`config.mk`:
```
export PLATFORM = sky130hd
export DESIGN_NAME = tec_error_counters
export DESIGN_NICKNAME = d
export VERILOG_FILES = /design/src/pkg/tec_pkg.sv /design/src/rtl/tec_error_counters.sv
export SDC_FILE = /design/constraint.sdc
export NUM_CORES = 1
export LEC_CHECK = 0
export BUFFER_PORTS_ARGS = -buffer_cell sky130_fd_sc_hd__clkbuf_2
export CAP_MARGIN = 30
export CORE_MARGIN = 1
export CORE_UTILIZATION = 32
export DETAILED_ROUTE_END_ITERATION = 7
export GPL_TIMING_DRIVEN = 0
export SYNTH_ARGS = -nofsm -noshare
export SYNTH_HDL_FRONTEND = slang
export SYNTH_SLANG_ARGS = --single-unit
```
`constraint.sdc`:
```
create_clock -name sys_clk_i -period 8.1 [get_ports sys_clk_i]
set_input_delay 1.215 -clock sys_clk_i [delete_from_list [all_inputs] [get_ports sys_clk_i]]
set_output_delay 1.215 -clock sys_clk_i [all_outputs]
set_load 0.05 [all_outputs]
```
`src/pkg/tec_pkg.sv`:
```
`default_nettype none
package tec_pkg;
	localparam int unsigned CLK_KHZ = 125000;
	localparam int unsigned SEC_MS = 1000;
	localparam int unsigned T1_UPD_MS = 42;
	localparam int unsigned E1_UPD_MS = 62;
	localparam int unsigned SEC_CYC = SEC_MS * CLK_KHZ;
	localparam int unsigned T1_UPD_CYC = T1_UPD_MS * CLK_KHZ;
	localparam int unsigned E1_UPD_CYC = E1_UPD_MS * CLK_KHZ;
	localparam int unsigned TMR_W = 27;
	localparam int unsigned T1_EXZ_RUN = 16;
	localparam int unsigned T1_EXZ_RUN_SUB = 8;
	localparam int unsigned ZRUN_W = 5;
	localparam logic [3:0] A_CFG = 4'h0;
	localparam logic [3:0] A_MODE = 4'h1;
	localparam logic [3:0] A_CMD = 4'h2;
	localparam logic [3:0] A_STAT = 4'h3;
	localparam logic [3:0] A_LINE_HI = 4'h4;
	localparam logic [3:0] A_LINE_LO = 4'h5;
	localparam logic [3:0] A_PATH_HI = 4'h6;
	localparam logic [3:0] A_PATH_LO = 4'h7;
	localparam logic [3:0] A_SYNC_HI = 4'h8;
	localparam logic [3:0] A_SYNC_LO = 4'h9;
	localparam logic [3:0] A_FEBE_HI = 4'hA;
	localparam logic [3:0] A_FEBE_LO = 4'hB;
	localparam int unsigned CFG_EXZ = 0;
	localparam int unsigned CFG_SYNC_SRC = 1;
	localparam int unsigned CFG_FS = 2;
	localparam int unsigned CFG_E1_CV = 3;
	localparam int unsigned CFG_UPD_LSB = 4;
	localparam int unsigned MODE_E1 = 0;
	localparam int unsigned MODE_ESF = 1;
	localparam int unsigned MODE_B8ZS = 2;
	localparam int unsigned MODE_HDB3 = 3;
	localparam int unsigned MODE_CRC4 = 4;
	localparam int unsigned CMD_UPDATE = 0;
	localparam int unsigned CMD_RESYNC = 1;
	localparam int unsigned STAT_RECEIVE_LOSS_OF_SYNC = 0;
	localparam int unsigned STAT_UPD = 1;
	localparam logic [7:0] CFG_RST = 8'h00;
	localparam logic [7:0] MODE_RST = 8'h00;
	localparam logic [15:0] CNT_MAX = 16'hFFFF;
	localparam int unsigned N_CNT = 4;
	localparam int unsigned C_LINE = 0;
	localparam int unsigned C_PATH = 1;
	localparam int unsigned C_SYNC = 2;
	localparam int unsigned C_FEBE = 3;
	typedef enum logic [1:0]
	{
		UPD_SEC = 2'h0,
		UPD_SHORT = 2'h1,
		UPD_MANUAL = 2'h2
	} tec_upd_t;
endpackage
`default_nettype wire

```
`src/rtl/tec_error_counters.sv`:
```
// Notes on behaviour
// - Snapshot counts at second, 42/62ms or manual.
// - Counters saturate, never wrap.
// - T1 line counter ignores loss of sync.
// - T1 line: BPVs, optional 16/8 zero runs.
// - E1 BPV is equal-polarity marks, minus HDB3.
// - E1 select bit picks BPVs or CVs.
// - E1 line counter ignores sync, holds 65535.
// - T1 path: CRC6 in ESF, Ft/Fs in D4.
// - T1 path counter halts during loss of sync.
// - E1 path counter counts CRC4 block errors.
// - E1 path/E-bit halt on FAS/CRC4 loss only.
// - Path count is two halves, high first.
// - T1 sync counter: lost multiframes or F-bit errors.
// - T1 multiframe mode counts only in loss of sync; F-bit mode halts.
// - E1 sync counter: FAS word errors, halts in loss.
// - E1 FAS errors ignored during alignment search.
// - Sync count is two halves, high first.
// - E1 CRC4 E-bit zero counts one error.
// - E-bit count is two halves, high first.
// - Loss of sync at reset, resync, manual request.
//
// Our own choices: the placing of the registers and strobed register access.
`timescale 1ns/10ps
`default_nettype none
module tec_error_counters
#(
	parameter int unsigned UPD_SEC_CYC = tec_pkg::SEC_CYC,
	parameter int unsigned UPD_T1_CYC  = tec_pkg::T1_UPD_CYC,
	parameter int unsigned UPD_E1_CYC  = tec_pkg::E1_UPD_CYC
)
(
	input  wire logic       sys_clk_i,
	input  wire logic       rstn_i,
	input  wire logic [3:0] reg_addr_i,
	input  wire logic [7:0] reg_wdata_i,
	input  wire logic       reg_wr_i,
	input  wire logic       reg_rd_i,
	output logic      [7:0] reg_rdata_o,
	input  wire logic       bit_valid_i,
	input  wire logic       mark_i,
	input  wire logic       mark_positive_i,
	input  wire logic       substitution_bit_i,
	input  wire logic       crc6_error_i,
	input  wire logic       ft_error_i,
	input  wire logic       fs_error_i,
	input  wire logic       fps_error_i,
	input  wire logic       multiframe_tick_i,
	input  wire logic       crc4_error_i,
	input  wire logic       fas_word_error_i,
	input  wire logic       fas_sync_lost_i,
	input  wire logic       crc4_sync_lost_i,
	input  wire logic       fas_search_i,
	input  wire logic       cas_mf_search_i,
	input  wire logic       crc4_mf_search_i,
	input  wire logic       ebit_strobe_i,
	input  wire logic       ebit_i,
	input  wire logic       resync_criteria_i,
	input  wire logic       sync_found_i,
	output logic            receive_loss_of_sync_o,
	output logic            update_flag_o
);

	typedef struct packed
	{
		logic [7:0]                          error_counter_config;
		logic [7:0]                          mode;
		logic                                receive_loss_of_sync;
		logic                                upd_flag;
		logic [tec_pkg::TMR_W-1:0]           tmr;
		logic [tec_pkg::N_CNT-1:0][15:0]     run;
		logic [tec_pkg::N_CNT-1:0][15:0]     snap;
		logic                                mark_seen;
		logic                                last_mark_pos;
		logic                                viol_seen;
		logic                                last_viol_pos;
		logic [tec_pkg::ZRUN_W-1:0]          zrun;
		logic [7:0]                          rdata;
	} tec_state_t;

	logic       rst_meta_r;
	logic       rst_n_r;
	tec_state_t st_r;
	tec_state_t st_nxt;

	// The reset is released through two flops so every state flop leaves reset on the same edge.
	always_ff @(posedge sys_clk_i or negedge rstn_i)
	begin
		if (!rstn_i)
		begin
			rst_meta_r <= 1'b0;
			rst_n_r    <= 1'b0;
		end
		else
		begin
			rst_meta_r <= 1'b1;
			rst_n_r    <= rst_meta_r;
		end
	end

	logic                         is_e1;
	logic                         is_esf;
	logic                         sub_en;
	logic                         bpv_raw;
	logic                         bpv;
	logic                         cv;
	logic                         exz_hit;
	logic [tec_pkg::ZRUN_W-1:0]   exz_len;
	logic                         line_evt;
	logic                         path_evt;
	logic                         sync_evt;
	logic                         febe_evt;
	logic                         e1_frame_ok;
	logic [tec_pkg::N_CNT-1:0]    evt;
	logic [1:0]                   upd_mode;
	logic [tec_pkg::TMR_W-1:0]    tmr_last;
	logic                         tmr_hit;
	logic                         upd;
	logic                         wr_cmd;
	logic                         rd_sel;

	always_comb
	begin
		is_e1  = st_r.mode[tec_pkg::MODE_E1];
		is_esf = st_r.mode[tec_pkg::MODE_ESF];
		sub_en = is_e1 ? st_r.mode[tec_pkg::MODE_HDB3] : st_r.mode[tec_pkg::MODE_B8ZS];

		// A violation is a mark of the same polarity as the previous mark.
		bpv_raw = bit_valid_i && mark_i && st_r.mark_seen
			&& (mark_positive_i == st_r.last_mark_pos);
		// Violations inside a substitution word are part of the code, not errors.
		bpv = bpv_raw && !(sub_en && substitution_bit_i);
		// A code violation repeats the polarity of the previous violation.
		cv = bpv_raw && st_r.viol_seen && (mark_positive_i == st_r.last_viol_pos);

		exz_len = st_r.mode[tec_pkg::MODE_B8ZS] ? tec_pkg::ZRUN_W'(tec_pkg::T1_EXZ_RUN_SUB)
			: tec_pkg::ZRUN_W'(tec_pkg::T1_EXZ_RUN);
		// One count per zero run; the run length holds until the next mark.
		exz_hit = bit_valid_i && !mark_i && (st_r.zrun == exz_len - tec_pkg::ZRUN_W'(1));

		if (is_e1)
		begin
			line_evt = st_r.error_counter_config[tec_pkg::CFG_E1_CV] ? cv : bpv;
		end
		else
		begin
			line_evt = bpv || (st_r.error_counter_config[tec_pkg::CFG_EXZ] && exz_hit);
		end

		// CAS multiframe loss deliberately plays no part here.
		e1_frame_ok = !fas_sync_lost_i && !crc4_sync_lost_i;

		if (is_e1)
		begin
			path_evt = e1_frame_ok && crc4_error_i;
		end
		else if (is_esf)
		begin
			path_evt = !st_r.receive_loss_of_sync && crc6_error_i;
		end
		else
		begin
			path_evt = !st_r.receive_loss_of_sync && (ft_error_i
				|| (st_r.error_counter_config[tec_pkg::CFG_FS] && fs_error_i));
		end

		if (is_e1)
		begin
			sync_evt = !st_r.receive_loss_of_sync && !fas_search_i && !cas_mf_search_i && !crc4_mf_search_i
				&& fas_word_error_i;
		end
		else if (st_r.error_counter_config[tec_pkg::CFG_SYNC_SRC])
		begin
			sync_evt = !st_r.receive_loss_of_sync && (is_esf ? fps_error_i : ft_error_i);
		end
		else
		begin
			sync_evt = st_r.receive_loss_of_sync && multiframe_tick_i;
		end

		febe_evt = is_e1 && st_r.mode[tec_pkg::MODE_CRC4] && e1_frame_ok
			&& ebit_strobe_i && !ebit_i;

		evt[tec_pkg::C_LINE] = line_evt;
		evt[tec_pkg::C_PATH] = path_evt;
		evt[tec_pkg::C_SYNC] = sync_evt;
		evt[tec_pkg::C_FEBE] = febe_evt;

		upd_mode = st_r.error_counter_config[tec_pkg::CFG_UPD_LSB +: 2];
		if (upd_mode == tec_pkg::UPD_SEC)
		begin
			tmr_last = tec_pkg::TMR_W'(UPD_SEC_CYC - 1);
		end
		else if (is_e1)
		begin
			tmr_last = tec_pkg::TMR_W'(UPD_E1_CYC - 1);
		end
		else
		begin
			tmr_last = tec_pkg::TMR_W'(UPD_T1_CYC - 1);
		end
		tmr_hit = (st_r.tmr == tmr_last);
		wr_cmd  = reg_wr_i && (reg_addr_i == tec_pkg::A_CMD);
		// Codes above manual also behave as manual, so no automatic update is ever surprising.
		upd = (tmr_hit && (upd_mode == tec_pkg::UPD_SEC || upd_mode == tec_pkg::UPD_SHORT))
			|| (wr_cmd && reg_wdata_i[tec_pkg::CMD_UPDATE]);
		rd_sel = reg_rd_i;

		st_nxt = st_r;

		st_nxt.tmr = (tmr_hit || upd) ? '0 : st_r.tmr + tec_pkg::TMR_W'(1);

		if (bit_valid_i && mark_i)
		begin
			st_nxt.mark_seen     = 1'b1;
			st_nxt.last_mark_pos = mark_positive_i;
			st_nxt.zrun          = '0;
		end
		else if (bit_valid_i && st_r.zrun != exz_len)
		begin
			st_nxt.zrun = st_r.zrun + tec_pkg::ZRUN_W'(1);
		end
		if (bpv_raw)
		begin
			st_nxt.viol_seen     = 1'b1;
			st_nxt.last_viol_pos = mark_positive_i;
		end

		for (int i = 0; i < tec_pkg::N_CNT; i++)
		begin
			if (upd)
			begin
				// The event of the update cycle opens the new interval, so none is lost.
				st_nxt.snap[i] = st_r.run[i];
				st_nxt.run[i]  = {15'h0000, evt[i]};
			end
			else if (evt[i] && st_r.run[i] != tec_pkg::CNT_MAX)
			begin
				st_nxt.run[i] = st_r.run[i] + 16'h0001;
			end
		end

		if (reg_wr_i && reg_addr_i == tec_pkg::A_CFG)
		begin
			st_nxt.error_counter_config = reg_wdata_i;
		end
		if (reg_wr_i && reg_addr_i == tec_pkg::A_MODE)
		begin
			st_nxt.mode = reg_wdata_i;
		end

		// Set wins over a software clear in the same cycle.
		if (reg_wr_i && reg_addr_i == tec_pkg::A_STAT && reg_wdata_i[tec_pkg::STAT_UPD])
		begin
			st_nxt.upd_flag = 1'b0;
		end
		if (upd)
		begin
			st_nxt.upd_flag = 1'b1;
		end

		if (sync_found_i)
		begin
			st_nxt.receive_loss_of_sync = 1'b0;
		end
		if (resync_criteria_i || (wr_cmd && reg_wdata_i[tec_pkg::CMD_RESYNC]))
		begin
			st_nxt.receive_loss_of_sync = 1'b1;
		end

		st_nxt.rdata = 8'h00;
		if (rd_sel)
		begin
			unique case (reg_addr_i)
				tec_pkg::A_CFG:     st_nxt.rdata = st_r.error_counter_config;
				tec_pkg::A_MODE:    st_nxt.rdata = st_r.mode;
				tec_pkg::A_STAT:    st_nxt.rdata = {6'h00, st_r.upd_flag, st_r.receive_loss_of_sync};
				tec_pkg::A_LINE_HI: st_nxt.rdata = st_r.snap[tec_pkg::C_LINE][15:8];
				tec_pkg::A_LINE_LO: st_nxt.rdata = st_r.snap[tec_pkg::C_LINE][7:0];
				tec_pkg::A_PATH_HI: st_nxt.rdata = st_r.snap[tec_pkg::C_PATH][15:8];
				tec_pkg::A_PATH_LO: st_nxt.rdata = st_r.snap[tec_pkg::C_PATH][7:0];
				tec_pkg::A_SYNC_HI: st_nxt.rdata = st_r.snap[tec_pkg::C_SYNC][15:8];
				tec_pkg::A_SYNC_LO: st_nxt.rdata = st_r.snap[tec_pkg::C_SYNC][7:0];
				tec_pkg::A_FEBE_HI: st_nxt.rdata = st_r.snap[tec_pkg::C_FEBE][15:8];
				tec_pkg::A_FEBE_LO: st_nxt.rdata = st_r.snap[tec_pkg::C_FEBE][7:0];
				default:            st_nxt.rdata = 8'h00;
			endcase
		end
	end

	always_ff @(posedge sys_clk_i or negedge rst_n_r)
	begin
		if (!rst_n_r)
		begin
			st_r                      <= '0;
			st_r.error_counter_config <= tec_pkg::CFG_RST;
			st_r.mode                 <= tec_pkg::MODE_RST;
			st_r.receive_loss_of_sync                 <= 1'b1;
		end
		else
		begin
			st_r <= st_nxt;
		end
	end

	assign reg_rdata_o            = st_r.rdata;
	assign receive_loss_of_sync_o = st_r.receive_loss_of_sync;
	assign update_flag_o          = st_r.upd_flag;

endmodule
`default_nettype wire

```
==> results.py <==
metrics = {
    "timing": {
        "finalSetupViolCount": 0,
        "fin_setup_tns_ns": 0,
        "period_needed_ns": 3.30,
        "hold_violations": 0,
        "max_freq_mhz": 303,
        "skew_ns": 0.0220,
        "timing.final.crit_share": 0.408,
        "maxSlewViolCount": 0,
        "worst_pin_slew_ns": 0.929,
        "slew_headroom": 0.378,
        "rsz0062_at_grt": "no",
        "fin_ws_ns": 4.80,
    },
    "clock_network": {
        "cts_hold_buf": 0,
        "post_cts_buffers": 0,
        "cts_buffers": 17,
        "htree_levels": 4,
        "root_buffer": "clkbuf_16",
        "insertion_delay_ns": 0.46,
        "cts_tree": "yes",
        "cts.sinks": 192,
        "cts-resized-gates": 0,
        "path_clk_slew_ns": 0.08,
        "clk_path_buf_depth": 2,
    },
    "synthesis": {
        "synth_ff_type": "dfrtp_1",
        "synthTopCellsByArea": "dfrtp_1 (50%), nand2_1 (10%), xor2_1 (4.1%)",
        "synth.most_common_cell": "nand2_1",
        "synth_edf_count": 0,
        "synthDominantCellAreaShare": 0.495,
        "synth-seq-cells": 192,
        "yosysWarnings": 0,
        "yosysUniqueCellTypes": 70,
        "synth_area_per_cell_um2": 9.24,
        "syn-instance-count": 1044,
        "synth_common_cells": "nand2_1 (261), dfrtp_1 (191), nor2_1 (97)",
        "synth.yosys.seq_area_share": 0.498,
        "syn_nets": 1090,
        "synth_area_um2": 9650,
        "synth_top_area_cell": "dfrtp_1",
        "ys_async_sr_fraction": 1.00,
    },
    "final_layout": {
        "syn_to_final_growth_pct": 14.8,
        "final_util": 0.374,
        "diodes": 0,
        "drive_gt1_frac": 0.125,
        "stdcell_area_um2": 11100,
        "stdcell_count": 1515,
        "nNetsFinal": 1158,
    },
    "place": {
        "dp.final_hpwl_um": 18200,
        "port_buffers": 44,
        "place_inst": 1482,
        "dp_slack_ns": 4.06,
        "placed_cell_area_um2": 10400,
        "gp_congestion": 0.934,
    },
    "worst_setup_path": {
        "reg2reg_depth": 9,
        "reg2reg_slack_ns": 5.05,
        "end_kind": "flop",
        "rr_startpoint": "st_r[186]$_DFFE_PN0P_",
        "path_max_fanout": 10,
        "critical_path_required_ns": 8.43,
        "critPathLaunchType": "input port",
        "critPathKind": "input port to flop",
        "r2r-end": "st_r[107]$_DFFE_PN0P_",
        "cp_data_arrival_time_ns": 3.63,
    },
    "global_routing": {
        "grt_pass1_wl_um": 40800,
        "grt_overflow": 0,
        "first_global_vias": 7383,
        "grt_usage": 0.170,
        "antenna_found_initial": 1,
        "grt_max_degree": 70,
    },
    "route": {
        "drt_iter0_drc": 664,
        "first_pass_iters": 6,
        "drt-wirelength-per-cell_um": 16.6,
        "drc": 0,
        "vias": 7805,
        "wl_um": 25100,
        "drtAntennaViolNets": 0,
        "via_per_inst": 5.15,
    },
    "min_path": {
        "hold_path.class": "flop to asynchronous set/reset pin",
    },
    "floorplanning": {
        "core_area_um2": 29600,
        "start_util": 0.326,
        "die_x_um": 176,
        "die_h_um": 176,
        "pin_count": 46,
        "dieArea_um2": 30900,
        "core.rowCount": 63,
    },
    "status": {
        "outcome": "finished clean",
    },
    "run": {
        "drv_cap": 0,
    },
    "power_and_ir_drop": {
        "power-per-cell-area_nw_per_um2": 213,
        "p_leak_nw": 5.14,
        "max-vdd-ir-drop_mv": 0.121,
    },
}
==> through the flow <==
step	hold WS (ns)	total power, W
floorplan	0.331	0.00138
finish	0.245	0.00236
global placement	0.335	0.00148
global route	0.281	0.00248
CTS	0.266	0.00238
detailed placement	0.255	0.00149
==> state kept, by name, indices dropped and copies added (netlist names) <==
signal                  flops
rst_n_r                     1
reg_rdata_o                 8
rst_meta_r                  1
receive_loss_of_sync_o      1
is_e1                       1
update_flag_o               1
is_esf                      1
st_r                      178
==> report_power, final <==
part | internal (W) | switching (W) | leakage [nW]
clock network | 0.000427 | 0.000457 | 0.303
registers | 0.00104 | 0.000109 | 2.59
logic | 0.000140 | 0.000188 | 2.26
==> kinds of logic (layout without fill, tap and decap cells) <==
family,count (synthesis),in the layout,synth area share
DFF,192,192,0.498
other,1,1,0.000389
and+or+nand+nor,528,528,0.251
muxes,33,33,0.0373
xor gates and xnor gates,71,71,0.0644
AOI/OAI and AO/OA,140,140,0.102
adders and majority gates,10,10,0.0130
buffers and inverters,69,150,0.0337
==> cells in the final DEF (no fill, tap or decap), types with 4 or more instances in the layout <==
master	count
a21oi_1	34
a221oi_1	7
a222oi_1	4
a22o_1	12
a31oi_1	9
a32o_1	4
and2_1	5
and3_1	17
and4_1	12
buf_2	17
buf_4	9
clkbuf_1	27
clkbuf_16	17
clkbuf_2	44
clkinv_8	7
dfrtp_1	190
ha_1	10
inv_1	14
inv_8	4
mux2_2	24
mux2i_1	9
nand2_1	261
nand2b_1	9
nand3_1	36
nand4_1	29
nor2_1	97
nor2b_1	11
nor3_1	12
nor3b_1	4
nor4bb_1	4
o21ai_0	21
o31ai_1	8
or3_1	9
or4_1	8
xnor2_1	26
xor2_1	45
==> worst max-delay path by stage <==
stage               depth (start not counted)               endpoint               from  slack [ns]
floorplan                                   0      is_e1$_DFFE_PN0P_  rst_n_r$_DFF_PN0_        2.36
global placement                            0  st_r[132]$_DFFE_PN0P_  rst_n_r$_DFF_PN0_       -0.02
global route                               11  st_r[107]$_DFFE_PN0P_      reg_addr_i[3]        4.63
detailed placement                         11   st_r[69]$_DFFE_PN0N_      reg_addr_i[2]        4.06
CTS                                        11   st_r[66]$_DFFE_PN0N_      reg_addr_i[2]        4.52
finish                                      9  st_r[107]$_DFFE_PN0P_      reg_addr_i[1]        4.80
==> cell type report <==
class	instances	area [um2]
buffer	55	273
clock buffer	17	425
clock inverter	15	201
fill	3017	18600
inverter	14	52.6
multi-input combinational	783	4520
sequential	192	4810
tap	390	488
timing repair buffer	49	314
==> worst max-delay path, cell delays in order <==
cell and delay, ns:
clkbuf_2 0.17, nor2b_1 0.49, nand4_1 0.29, o41ai_1 0.17
a2bb2oi_1 0.24, buf_2 0.32, buf_2 0.35, buf_2 0.30
nor2_1 0.08
==> routing by layer <==
layer	track usage	wire length, um	vias up
met2	0.249	11000	236
met4	0.0518	397	2
met5	0	13	-
met3	0.0418	1700	25
met1	0.246	12000	3786
li1	-	-	3756
No activity file was read; power rests on OpenSTA's default activity.
